File: src/design/mbi_defs.svh
/*
 * constants for the host-side bus controller: widths, pin positions,
 * timing figures and the cycle counts derived from them.
 * assumes a 10 MHz controller clock.
 */
`ifndef MBI_DEFS_SVH
`define MBI_DEFS_SVH

// widths
`define MBI_ADDR_W      20
`define MBI_DATA_W      8
`define MBI_HI_W        12
`define MBI_TAG_W       16
`define MBI_NIB_W       4
`define MBI_CNT_W       4

// address field positions
`define MBI_LO_MSB      7
`define MBI_HI_LSB      8
`define MBI_PAGE_MSB    15
`define MBI_BURST_MSB   11
`define MBI_TAG_LSB     4
`define MBI_NIB_MSB     3

// clock rate and bus timing
`define MBI_CLK_MHZ     10
`define MBI_ALE_NS      100
`define MBI_HOLD_NS     100
`define MBI_STB_NS      300
`define MBI_REC_NS      100

// cycle counts: least times round up
`define MBI_CYC(ns)     (((ns) * `MBI_CLK_MHZ + 999) / 1000)
`define MBI_ALE_CYC     `MBI_CYC(`MBI_ALE_NS)
`define MBI_HOLD_CYC    `MBI_CYC(`MBI_HOLD_NS)
`define MBI_STB_CYC     `MBI_CYC(`MBI_STB_NS)
`define MBI_REC_CYC     `MBI_CYC(`MBI_REC_NS)

`endif

File: src/design/mbi_pkg.sv
/*
 * types for the host-side bus controller: bus modes, sequencer states
 * and the packed state record.
 * assumes mbi_defs.svh is on the include path.
 */
`include "mbi_defs.svh"

package mbi_pkg;

    // how address and data share the pins
    typedef enum logic [1:0] {
        MODE_MUX,
        MODE_PAGE,
        MODE_NONMUX,
        MODE_BURST
    } mbi_mode_e;

    typedef enum logic [2:0] {
        ST_IDLE,
        ST_ALE,
        ST_HOLD,
        ST_STB,
        ST_REC
    } mbi_state_e;

    typedef struct packed {
        mbi_state_e                 state;
        logic [`MBI_CNT_W-1:0]      cnt;
        mbi_mode_e                  mode;
        logic                       moto;
        logic                       single;
        logic                       write;
        logic                       fetch;
        logic [`MBI_DATA_W-1:0]     wdata;
        logic [`MBI_TAG_W-1:0]      tag;
        logic                       tagValid;
        mbi_mode_e                  tagMode;
        logic [`MBI_DATA_W-1:0]     ad;
        logic                       adOe;
        logic [`MBI_DATA_W-1:0]     pa;
        logic                       paOe;
        logic [`MBI_DATA_W-1:0]     addrLo;
        logic [`MBI_HI_W-1:0]       addrHi;
        logic                       ale;
        logic                       wrPin;
        logic                       rdPin;
        logic                       fetchPin;
        logic                       ready;
        logic                       rspValid;
        logic [`MBI_DATA_W-1:0]     rdata;
    } mbi_state_s;

endpackage

File: src/design/mbi_host_ctrl.sv
/*
 * host-side controller for an 8-bit microcontroller bus peripheral:
 * takes read, write and fetch orders at a user port and plays them out
 * on the multiplexed address/data port, port A and the control pins.
 * assumes the peripheral is configured for the same bus mode and strobe
 * style as the cfg inputs, and that pin inputs are synchronous to mclk.
 */
// Summary of operation
// - non-multiplexed: address on ad port, data port A
// - page mode: hit skips strobe, only low byte
// - multiplexed: low byte muxed, strobe every cycle
// - burst: upper bits held, low nibble steps
// - burst: A11-A4 muxed, A3-A0 on port A
`timescale 1ns/1ps

module mbi_host_ctrl (
    // clock and reset
    input  wire logic                    mclk,
    input  wire logic                    rstn,
    // configuration, sampled when an order is taken
    input  wire mbi_pkg::mbi_mode_e      cfgMode,
    input  wire logic                    cfgMoto,
    input  wire logic                    cfgSingleRead,
    // user orders
    input  wire logic                    reqValid,
    input  wire logic                    reqWrite,
    input  wire logic                    reqFetch,
    input  wire logic [`MBI_ADDR_W-1:0]  reqAddr,
    input  wire logic [`MBI_DATA_W-1:0]  reqWdata,
    output logic                         reqReady,
    output logic                         rspValid,
    output logic [`MBI_DATA_W-1:0]       rspRdata,
    // address/data port
    input  wire logic [`MBI_DATA_W-1:0]  addrDataIn,
    output logic [`MBI_DATA_W-1:0]       addrDataOut,
    output logic                         addrDataOe,
    // port A
    input  wire logic [`MBI_DATA_W-1:0]  portAIn,
    output logic [`MBI_DATA_W-1:0]       portAOut,
    output logic                         portAOe,
    // plain address lines
    output logic [`MBI_DATA_W-1:0]       addrLoOut,
    output logic [`MBI_HI_W-1:0]         addrHiOut,
    // control pins
    output logic                         addrLatchStrobe,
    output logic                         writeCtrlPin,
    output logic                         readCtrlPin,
    output logic                         fetchCtrlPin
);

    mbi_pkg::mbi_state_s st_q;
    mbi_pkg::mbi_state_s st_d;
    logic                pageHit;
    logic                burstHit;

    // page and burst hits compare against the last latched address
    always_comb begin
        pageHit  = st_q.tagValid && (st_q.tagMode == mbi_pkg::MODE_PAGE)
                   && (cfgMode == mbi_pkg::MODE_PAGE)
                   && (reqAddr[`MBI_ADDR_W-1:`MBI_HI_LSB]
                       == st_q.tag[`MBI_TAG_W-1:`MBI_HI_LSB-`MBI_TAG_LSB]);
        burstHit = st_q.tagValid && (st_q.tagMode == mbi_pkg::MODE_BURST)
                   && (cfgMode == mbi_pkg::MODE_BURST)
                   && (reqAddr[`MBI_ADDR_W-1:`MBI_TAG_LSB] == st_q.tag);
    end

    // sequencer: address phase, latch hold, strobe, recovery
    always_comb begin
        st_d          = st_q;
        st_d.rspValid = 1'b0;
        case (st_q.state)
            mbi_pkg::ST_IDLE: begin
                if (reqValid) begin
                    st_d.ready  = 1'b0;
                    st_d.mode   = cfgMode;
                    st_d.moto   = cfgMoto;
                    st_d.single = cfgSingleRead;
                    st_d.write  = reqWrite;
                    st_d.fetch  = reqFetch & ~reqWrite;
                    st_d.wdata  = reqWdata;
                    // non-multiplexed lines carry the full address
                    st_d.addrLo = reqAddr[`MBI_LO_MSB:0];
                    st_d.addrHi = reqAddr[`MBI_ADDR_W-1:`MBI_HI_LSB];
                    // direction line settles before the enable strobe
                    st_d.wrPin  = cfgMoto ? ~reqWrite : 1'b1;
                    st_d.paOe   = 1'b0;
                    if (cfgMode == mbi_pkg::MODE_BURST) begin
                        // low nibble travels apart on port A
                        st_d.pa   = {{(`MBI_DATA_W-`MBI_NIB_W){1'b0}}, reqAddr[`MBI_NIB_MSB:0]};
                        st_d.paOe = 1'b1;
                    end
                    if (cfgMode == mbi_pkg::MODE_NONMUX) begin
                        // address stays on the ad port, no latch strobe
                        st_d.ad    = reqAddr[`MBI_LO_MSB:0];
                        st_d.adOe  = 1'b1;
                        st_d.state = mbi_pkg::ST_HOLD;
                        st_d.cnt   = `MBI_CNT_W'(`MBI_HOLD_CYC - 1);
                    end else if (pageHit || burstHit) begin
                        // held upper address reused, only low bits move
                        st_d.adOe  = 1'b0;
                        st_d.state = mbi_pkg::ST_HOLD;
                        st_d.cnt   = `MBI_CNT_W'(`MBI_HOLD_CYC - 1);
                    end else begin
                        if (cfgMode == mbi_pkg::MODE_PAGE) begin
                            st_d.ad = reqAddr[`MBI_PAGE_MSB:`MBI_HI_LSB];
                        end else if (cfgMode == mbi_pkg::MODE_BURST) begin
                            st_d.ad = reqAddr[`MBI_BURST_MSB:`MBI_TAG_LSB];
                        end else begin
                            st_d.ad = reqAddr[`MBI_LO_MSB:0];
                        end
                        // every miss raises the latch strobe
                        st_d.adOe     = 1'b1;
                        st_d.ale      = 1'b1;
                        st_d.tag      = reqAddr[`MBI_ADDR_W-1:`MBI_TAG_LSB];
                        st_d.tagValid = 1'b1;
                        st_d.tagMode  = cfgMode;
                        st_d.state    = mbi_pkg::ST_ALE;
                        st_d.cnt      = `MBI_CNT_W'(`MBI_ALE_CYC - 1);
                    end
                end
            end
            mbi_pkg::ST_ALE: begin
                if (st_q.cnt != '0) begin
                    st_d.cnt = st_q.cnt - 1'b1;
                end else begin
                    // falling strobe latches; address held past it
                    st_d.ale   = 1'b0;
                    st_d.state = mbi_pkg::ST_HOLD;
                    st_d.cnt   = `MBI_CNT_W'(`MBI_HOLD_CYC - 1);
                end
            end
            mbi_pkg::ST_HOLD: begin
                if (st_q.cnt != '0) begin
                    st_d.cnt = st_q.cnt - 1'b1;
                end else begin
                    st_d.state = mbi_pkg::ST_STB;
                    st_d.cnt   = `MBI_CNT_W'(`MBI_STB_CYC - 1);
                    if (st_q.mode == mbi_pkg::MODE_NONMUX) begin
                        // data bytes move over port A
                        st_d.pa   = st_q.wdata;
                        st_d.paOe = st_q.write;
                    end else begin
                        // drive write data on the port, or release it so the device may answer a read
                        st_d.ad   = st_q.wdata;
                        st_d.adOe = st_q.write;
                    end
                    if (st_q.moto) begin
                        st_d.rdPin = 1'b1;                    // enable strobe
                    end else if (st_q.write) begin
                        st_d.wrPin = 1'b0;
                    end else if (st_q.fetch && !st_q.single) begin
                        st_d.fetchPin = 1'b0;
                    end else begin
                        st_d.rdPin = 1'b0;
                    end
                end
            end
            mbi_pkg::ST_STB: begin
                if (st_q.cnt != '0) begin
                    st_d.cnt = st_q.cnt - 1'b1;
                end else begin
                    // sample read data before the strobe ends
                    if (!st_q.write) begin
                        st_d.rdata = (st_q.mode == mbi_pkg::MODE_NONMUX) ? portAIn : addrDataIn;
                    end
                    st_d.wrPin    = st_q.moto ? st_q.wrPin : 1'b1;
                    st_d.rdPin    = ~st_q.moto;
                    st_d.fetchPin = 1'b1;
                    st_d.state    = mbi_pkg::ST_REC;
                    st_d.cnt      = `MBI_CNT_W'(`MBI_REC_CYC - 1);
                end
            end
            mbi_pkg::ST_REC: begin
                if (st_q.cnt != '0) begin
                    st_d.cnt = st_q.cnt - 1'b1;
                end else begin
                    // write data held through recovery, then released
                    st_d.adOe     = (st_q.mode == mbi_pkg::MODE_NONMUX);
                    st_d.paOe     = (st_q.mode == mbi_pkg::MODE_BURST);
                    st_d.wrPin    = 1'b1;    // write strobe idle, or direction back to read
                    st_d.rspValid = 1'b1;
                    st_d.ready    = 1'b1;
                    st_d.state    = mbi_pkg::ST_IDLE;
                end
            end
            default: begin
                st_d.state = mbi_pkg::ST_IDLE;
            end
        endcase
    end

    // state register; strobes idle inactive for separate-strobe hosts
    always_ff @(posedge mclk or negedge rstn) begin
        if (!rstn) begin
            st_q          <= '0;
            st_q.state    <= mbi_pkg::ST_IDLE;
            st_q.wrPin    <= 1'b1;
            st_q.rdPin    <= 1'b1;
            st_q.fetchPin <= 1'b1;
            st_q.ready    <= 1'b1;
        end else begin
            st_q <= st_d;
        end
    end

    // outputs straight from the state register
    assign reqReady        = st_q.ready;
    assign rspValid        = st_q.rspValid;
    assign rspRdata        = st_q.rdata;
    assign addrDataOut     = st_q.ad;
    assign addrDataOe      = st_q.adOe;
    assign portAOut        = st_q.pa;
    assign portAOe         = st_q.paOe;
    assign addrLoOut       = st_q.addrLo;
    assign addrHiOut       = st_q.addrHi;
    assign addrLatchStrobe = st_q.ale;
    assign writeCtrlPin    = st_q.wrPin;
    assign readCtrlPin     = st_q.rdPin;
    assign fetchCtrlPin    = st_q.fetchPin;

endmodule

File: config.mk
export PLATFORM = sky130hd
export DESIGN_NAME = mbi_host_ctrl
export DESIGN_NICKNAME = d
export VERILOG_FILES = /design/src/design/mbi_pkg.sv /design/src/design/mbi_host_ctrl.sv
export VERILOG_INCLUDE_DIRS = /design/src /design/src/design
export SDC_FILE = /design/constraint.sdc
export NUM_CORES = 1
export LEC_CHECK = 0
export ABC_AREA = 1
export BUFFER_PORTS_ARGS = -buffer_cell sky130_fd_sc_hd__buf_2
export CORE_ASPECT_RATIO = 1.25
export CORE_UTILIZATION = 42
export DETAILED_ROUTE_END_ITERATION = 8
export GPL_ROUTABILITY_DRIVEN = 1
export GPL_TIMING_DRIVEN = 1
export PLACE_DENSITY = 0.67
export SYNTH_ARGS = -nofsm -noshare
export SYNTH_HDL_FRONTEND = slang
export SYNTH_SLANG_ARGS = --single-unit
File: constraint.sdc
create_clock -name mclk -period 1.6 [get_ports mclk]
set_input_delay 0.16 -clock mclk [delete_from_list [all_inputs] [get_ports mclk]]
set_output_delay 0.16 -clock mclk [all_outputs]
set_load 0.005 [all_outputs]
Word level (Yosys, flattened, before mapping)
Cells that the tools add are included.
- flip-flop bits (word level): 92
- bits of input ports: 53
- $add $sub $neg: 1
- equal/unequal tests: 32
- multiplexer cells: 51
- bitwise operators: 7
- reductions and logical operators: 33
- operator list (operator ; count):
    80-bit two-way mux ; 1
    9-bit two-way mux ; 4
    5-bit AND reduction ; 7
    2-bit inequality test, second input constant ; 16
    8-bit case mux with 2 select lines ; 2
    27-bit two-way mux ; 1
    8-bit two-way mux ; 3
    19-bit two-way mux ; 1
    18-bit two-way mux ; 1
    3-bit two-way mux ; 6
    1-bit two-way mux ; 17
    16-bit equality test ; 1
    4-bit case mux with 4 select lines ; 1
    3-bit case mux with 5 select lines ; 1
    12-bit equality test ; 1
    4-bit two-way mux ; 3
    6-bit two-way mux ; 2
    4-bit nonzero test ; 3
    2-bit equality test, second input constant ; 5
    3-bit inequality test, second input constant ; 3
    3-bit AND reduction ; 3
    8-bit AND reduction ; 1
    2-bit nonzero test ; 4
    1-bit logical AND ; 7
    20 further kinds ; 30

Longest topological paths before layout
- depth after elaboration: 9
- mapped depth: 12
- gate-level depth less buffers: 12

Least setup slack after synthesis
Ideal clock, no wire load.
- path kind: reg2reg
- start: reg st_q[85] in the netlist's numbering
- end: reg st_q, in the netlist rspRdata[5]
- library setup time: 82 ps
- data arrival time: 1626 ps
- data required time: 1518 ps
- setup slack: -108 ps
- cell stages (with the launch flop): 11
- period minus slack after synthesis: 1708 ps
- path through: dfrtp_1 -> inv_1 -> ha_1 -> nand3_1 -> buf_2 -> inv_1 -> nand2_1 -> nor2_1 -> buf_4 -> nor2_1 -> a31oi_1
- cells in the longest elaborated chain, start to end: 3
- ends and longest elaborated chain (what ; RTL line ; source):
    from (decl) ; mbi_host_ctrl.sv:51 ; mbi_pkg::mbi_state_s st_q;
    from (signal assigned) ; mbi_host_ctrl.sv:202 ; st_q <= st_d;
    4-bit nonzero test ; mbi_host_ctrl.sv:159 ; if (st_q.cnt != '0) begin
    1-bit inverter (no line) ; -- ;
    3-bit AND reduction (no line) ; -- ;
No other way between the ends.
A chain may end at the register's enable or synchronous reset.

Worst setup path in the final report
- start: reg st_q[61] in the netlist's numbering
- end: reg st_q[54] in the netlist's numbering
- cells in the longest elaborated chain, start to end: 5
- elaborated cells between the ends (all ways): 7
- those cells by class: eq/ne (2); bitwise (1); reduce/logical (4)
- ends and longest elaborated chain (what ; RTL line ; source):
    16-bit equality test or 12-bit equality test (tied branches) ; mbi_host_ctrl.sv:64, mbi_host_ctrl.sv:60 ;
    1-bit logical AND (on tied branches) ; mbi_host_ctrl.sv:62, mbi_host_ctrl.sv:58 ;
    1-bit logical OR * ; mbi_host_ctrl.sv:98 ; end else if (pageHit || burstHit) begin
    1-bit inverter (no line) * ; -- ;
    4-bit AND reduction (no line) * ; -- ;
Every way passes the cells marked *; elsewhere a longest branch is shown, timed or not.

==> results.cfg <==
[outcome]
status = complete, but fails checks
violations = design-rule violations, negative setup slack

[floorplanning]
fp.dieW_um = 98.5
num_rows = 43
ios = 105
dieHeight_um = 123
die_area_sq_mm = 0.0121
initial_utilization_pct = 43.7
core_sq_mm = 0.0112

[clock_network]
cts_sinks = 92
clk_pin_slew_ns = 0.07
clkLatencyLatePin_ns = 0.35
clockRootBuffer = clkbuf_16
clock_path_buffers = 2
numCtsBuffers = 9
htreeDepth = 3
cts_tree = built

[drt]
wl_per_cell_um = 15.4
viasPerCell = 5.09
finalWirelength_um = 14000
detail-route-antenna-nets = 0
drc = 8
num_vias = 4648
drtIter0Drc = 278
dr.pass1.iters = 7

[yosys]
syn_area_sq_mm = 0.00489
synth-warning-count = 0
synth.avg_cell_area_sq_um = 7.59
synthTopCellsByArea = dfrtp_1 45%, nand2_1 17%, buf_4 7.1%, inv_1 5.8%, o21ai_0 5.6%
syn_nets = 700
synth_top_area_share_pct = 45.1
synth_seq_area_share_pct = 47.2
ys_ff_latch = 92
synthDistinctLibCells = 33
post_synth_inst_count = 644
yosysTopAreaCell = dfrtp_1

[timing]
relSlewSlack_pct = 73.1
fmax_mhz = 611
final_max_slew_viol_count = 0
period_share_pct = 102
tightestPinTransition_ns = 0.400
setup_ws_ns = -0.0368
skew_ns = 0.00787
grt_setup_unrepaired = yes
period_needed_ns = 1.64
finalHoldViolCount = 0
hold-worst-slack_ns = 0.0176
tns_ns = -0.126
setup_viol = 17

[critical_path]
critPathCaptureType = flop
critical_path.max_fanout = 4
worstSetupPathType = flop to flop
worstPathCellList = inv_1, nand2_1, nand2_1, nor2_2, nand2_2, nor2_4, nand3_4, nand3_4, buf_12, inv_2, or2_1
slowest_delay_ns = 0.39
crit_buf_inv = 3
critPathTopFamily = simple AND/OR/NAND/NOR gates
crit_required_ns = 1.84
arrival_ns = 1.88
crit_slowest_cell = dfrtp_1
start_kind = flop

[placed_design]
dpl.cell_count = 877
preCtsSetupSlack_ns = -0.0912
gp_congestion = 0.885
io_buffers = 104
post-dp-hpwl_um = 9840

[run]
drv_cap = 0

[finish]
antenna_cells = 0
synthToLayoutAreaGrowth_pct = 34.5
drive_gt1_share_pct = 35.5
nets = 829
finalNonFillerCells = 913
nFillCells = 987

[grt]
gr-total-overflow = 0
grt_pass1_wl_um = 21400
grt_antenna_before_repair = 0
grt_pass1_vias = 4475
grt_max_degree = 46
grt_use_total_pct = 23.1

[pwr]
leakagePower_uw = 0.00345
pwr-share-seq_pct = 30.5
power_report.internal_total_uw = 8000
p_comb_share_pct = 53.2
power_switching_uw = 5540
powerDensity_mw_per_mm2 = 2060
p_clk_share_pct = 16.3
sw_frac_of_total_pct = 40.9
power.total_uw = 13500
ir_drop_v = 0.000723

[hold_path]
hp-class = input pin to flop
## cell type report
| type | instances | area, sq um | share of cell area [%] |
|---|---|---|---|
| Sequential cell | 92 | 2310 | 35.1 |
| Multi-Input combinational cell | 413 | 2180 | 33.2 |
| Timing Repair Buffer | 179 | 1300 | 19.8 |
| Inverter | 78 | 308 | 4.68 |
| Clock buffer | 10 | 239 | 3.64 |
| Tap cell | 135 | 169 | 2.57 |
| Clock inverter | 6 | 62.6 | 0.952 |
## routing by layer
layer  track usage [%]  wire [um]
met1              27.3       5690
met2              40.4       7090
met3              3.93        660
met4              12.6        598
met5                 0          0
## logic make-up (layout without fill, tap and decap cells)
| family | count (synthesis) | count (layout) | synth area share [%] |
|---|---|---|---|
| AND/OR/NAND/NOR | 314 | 314 | 25.9 |
| buffers and inverters | 139 | 273 | 14.9 |
| AO/OA/AOI/OAI | 95 | 95 | 11.0 |
| flip-flops | 92 | 92 | 47.2 |
| adder cells (fa/ha/maj) | 3 | 3 | 0.768 |
| XOR/XNOR | 1 | 1 | 0.179 |
## path summary, 6_finish.rpt
path	startpoint	endpoint	slack, ns	cells after the start
setup / recovery	st_q[61]	st_q[54]	-0.04	11
hold / removal	cfgSingleRead	st_q[81]	0.02	3
setup reg to reg	st_q[61]	st_q[54]	-0.04	11
hold reg to reg	st_q[87]	st_q[87]	0.46	1
max in group asynchronous	rstn	writeCtrlPin	0.77	3
min in group asynchronous	rstn	st_q[91]	0.24	2
## repair_timing
action,4_1_cts,5_1_grt
setup buffers,6,9
hold endpoints to repair,75,0
gates resized for setup,35,88
endpoints found under the setup margin,49,88
pin swaps,13,25
gates cloned,2,2
hold buffers,1,0
## placed cells by master, fill, tap and decap left out, drive strengths merged, types with 2 or more instances in the layout
| cell | instances |
|---|---|
| o21ai | 56 |
| a31oi | 14 |
| clkbuf | 12 |
| a21boi | 2 |
| nand3 | 16 |
| ha | 3 |
| clkinv | 5 |
| inv | 78 |
| or2 | 2 |
| dfstp | 4 |
| buf | 176 |
| dfrtp | 88 |
| nor3 | 3 |
| o221ai | 8 |
| nand2 | 220 |
| nand4 | 11 |
| nor2 | 61 |
| a21oi | 11 |
## synthesized netlist by cell type, drive strengths merged
cell,instances
or2,2
nor3,3
nor4,1
o221ai,8
a22oi,1
xor2,1
dfrtp,88
buf,53
clkinv,1
dfstp,4
ha,3
nand2,220
nand3,16
a31oi,14
a21boi,2
o311ai,1
nand4,11
nor2,61
o31ai,1
a21oi,11
clkbuf,8
inv,77
o21ai,56
o22ai,1
## sequential cells by signal, indices dropped and copies added, names as in the netlist
name and count:
st_q 40, addrHiOut 12, addrDataOut 8, addrLoOut 8
portAOut 8, rspRdata 8, addrDataOe 1, addrLatchStrobe 1
fetchCtrlPin 1, portAOe 1, readCtrlPin 1, reqReady 1
rspValid 1, writeCtrlPin 1
## per-stage QoR
step                      utilization (%)  cell area [sq um]
after detailed placement             50.5               5650
final                                58.7               6570
after CTS                            55.2               6180
after global placement               50.5               5650
after global routing                 58.7               6570
after floorplan                         -               4890
## power by group through the flow
stage | Combinational (uW) | Clock [uW] | Sequential [uW]
after CTS | 6100 | 2250 | 4100
after floorplan | 3850 | 0 | 3960
final | 7190 | 2210 | 4130
after detailed placement | 5430 | 0 | 4120
after global routing | 7930 | 2330 | 4240
after global placement | 5310 | 0 | 4060
## worst register-to-register path, cell delays in order (launching register included)
cell and delay [ns]:
dfrtp_1 0.39, inv_1 0.06, nand2_1 0.06, nand2_1 0.07, nor2_2 0.12, nand2_2 0.09, nor2_4 0.14, nand3_4 0.11
nand3_4 0.12, buf_12 0.13, inv_2 0.03, or2_1 0.20
(Power assumes the default switching activity.)
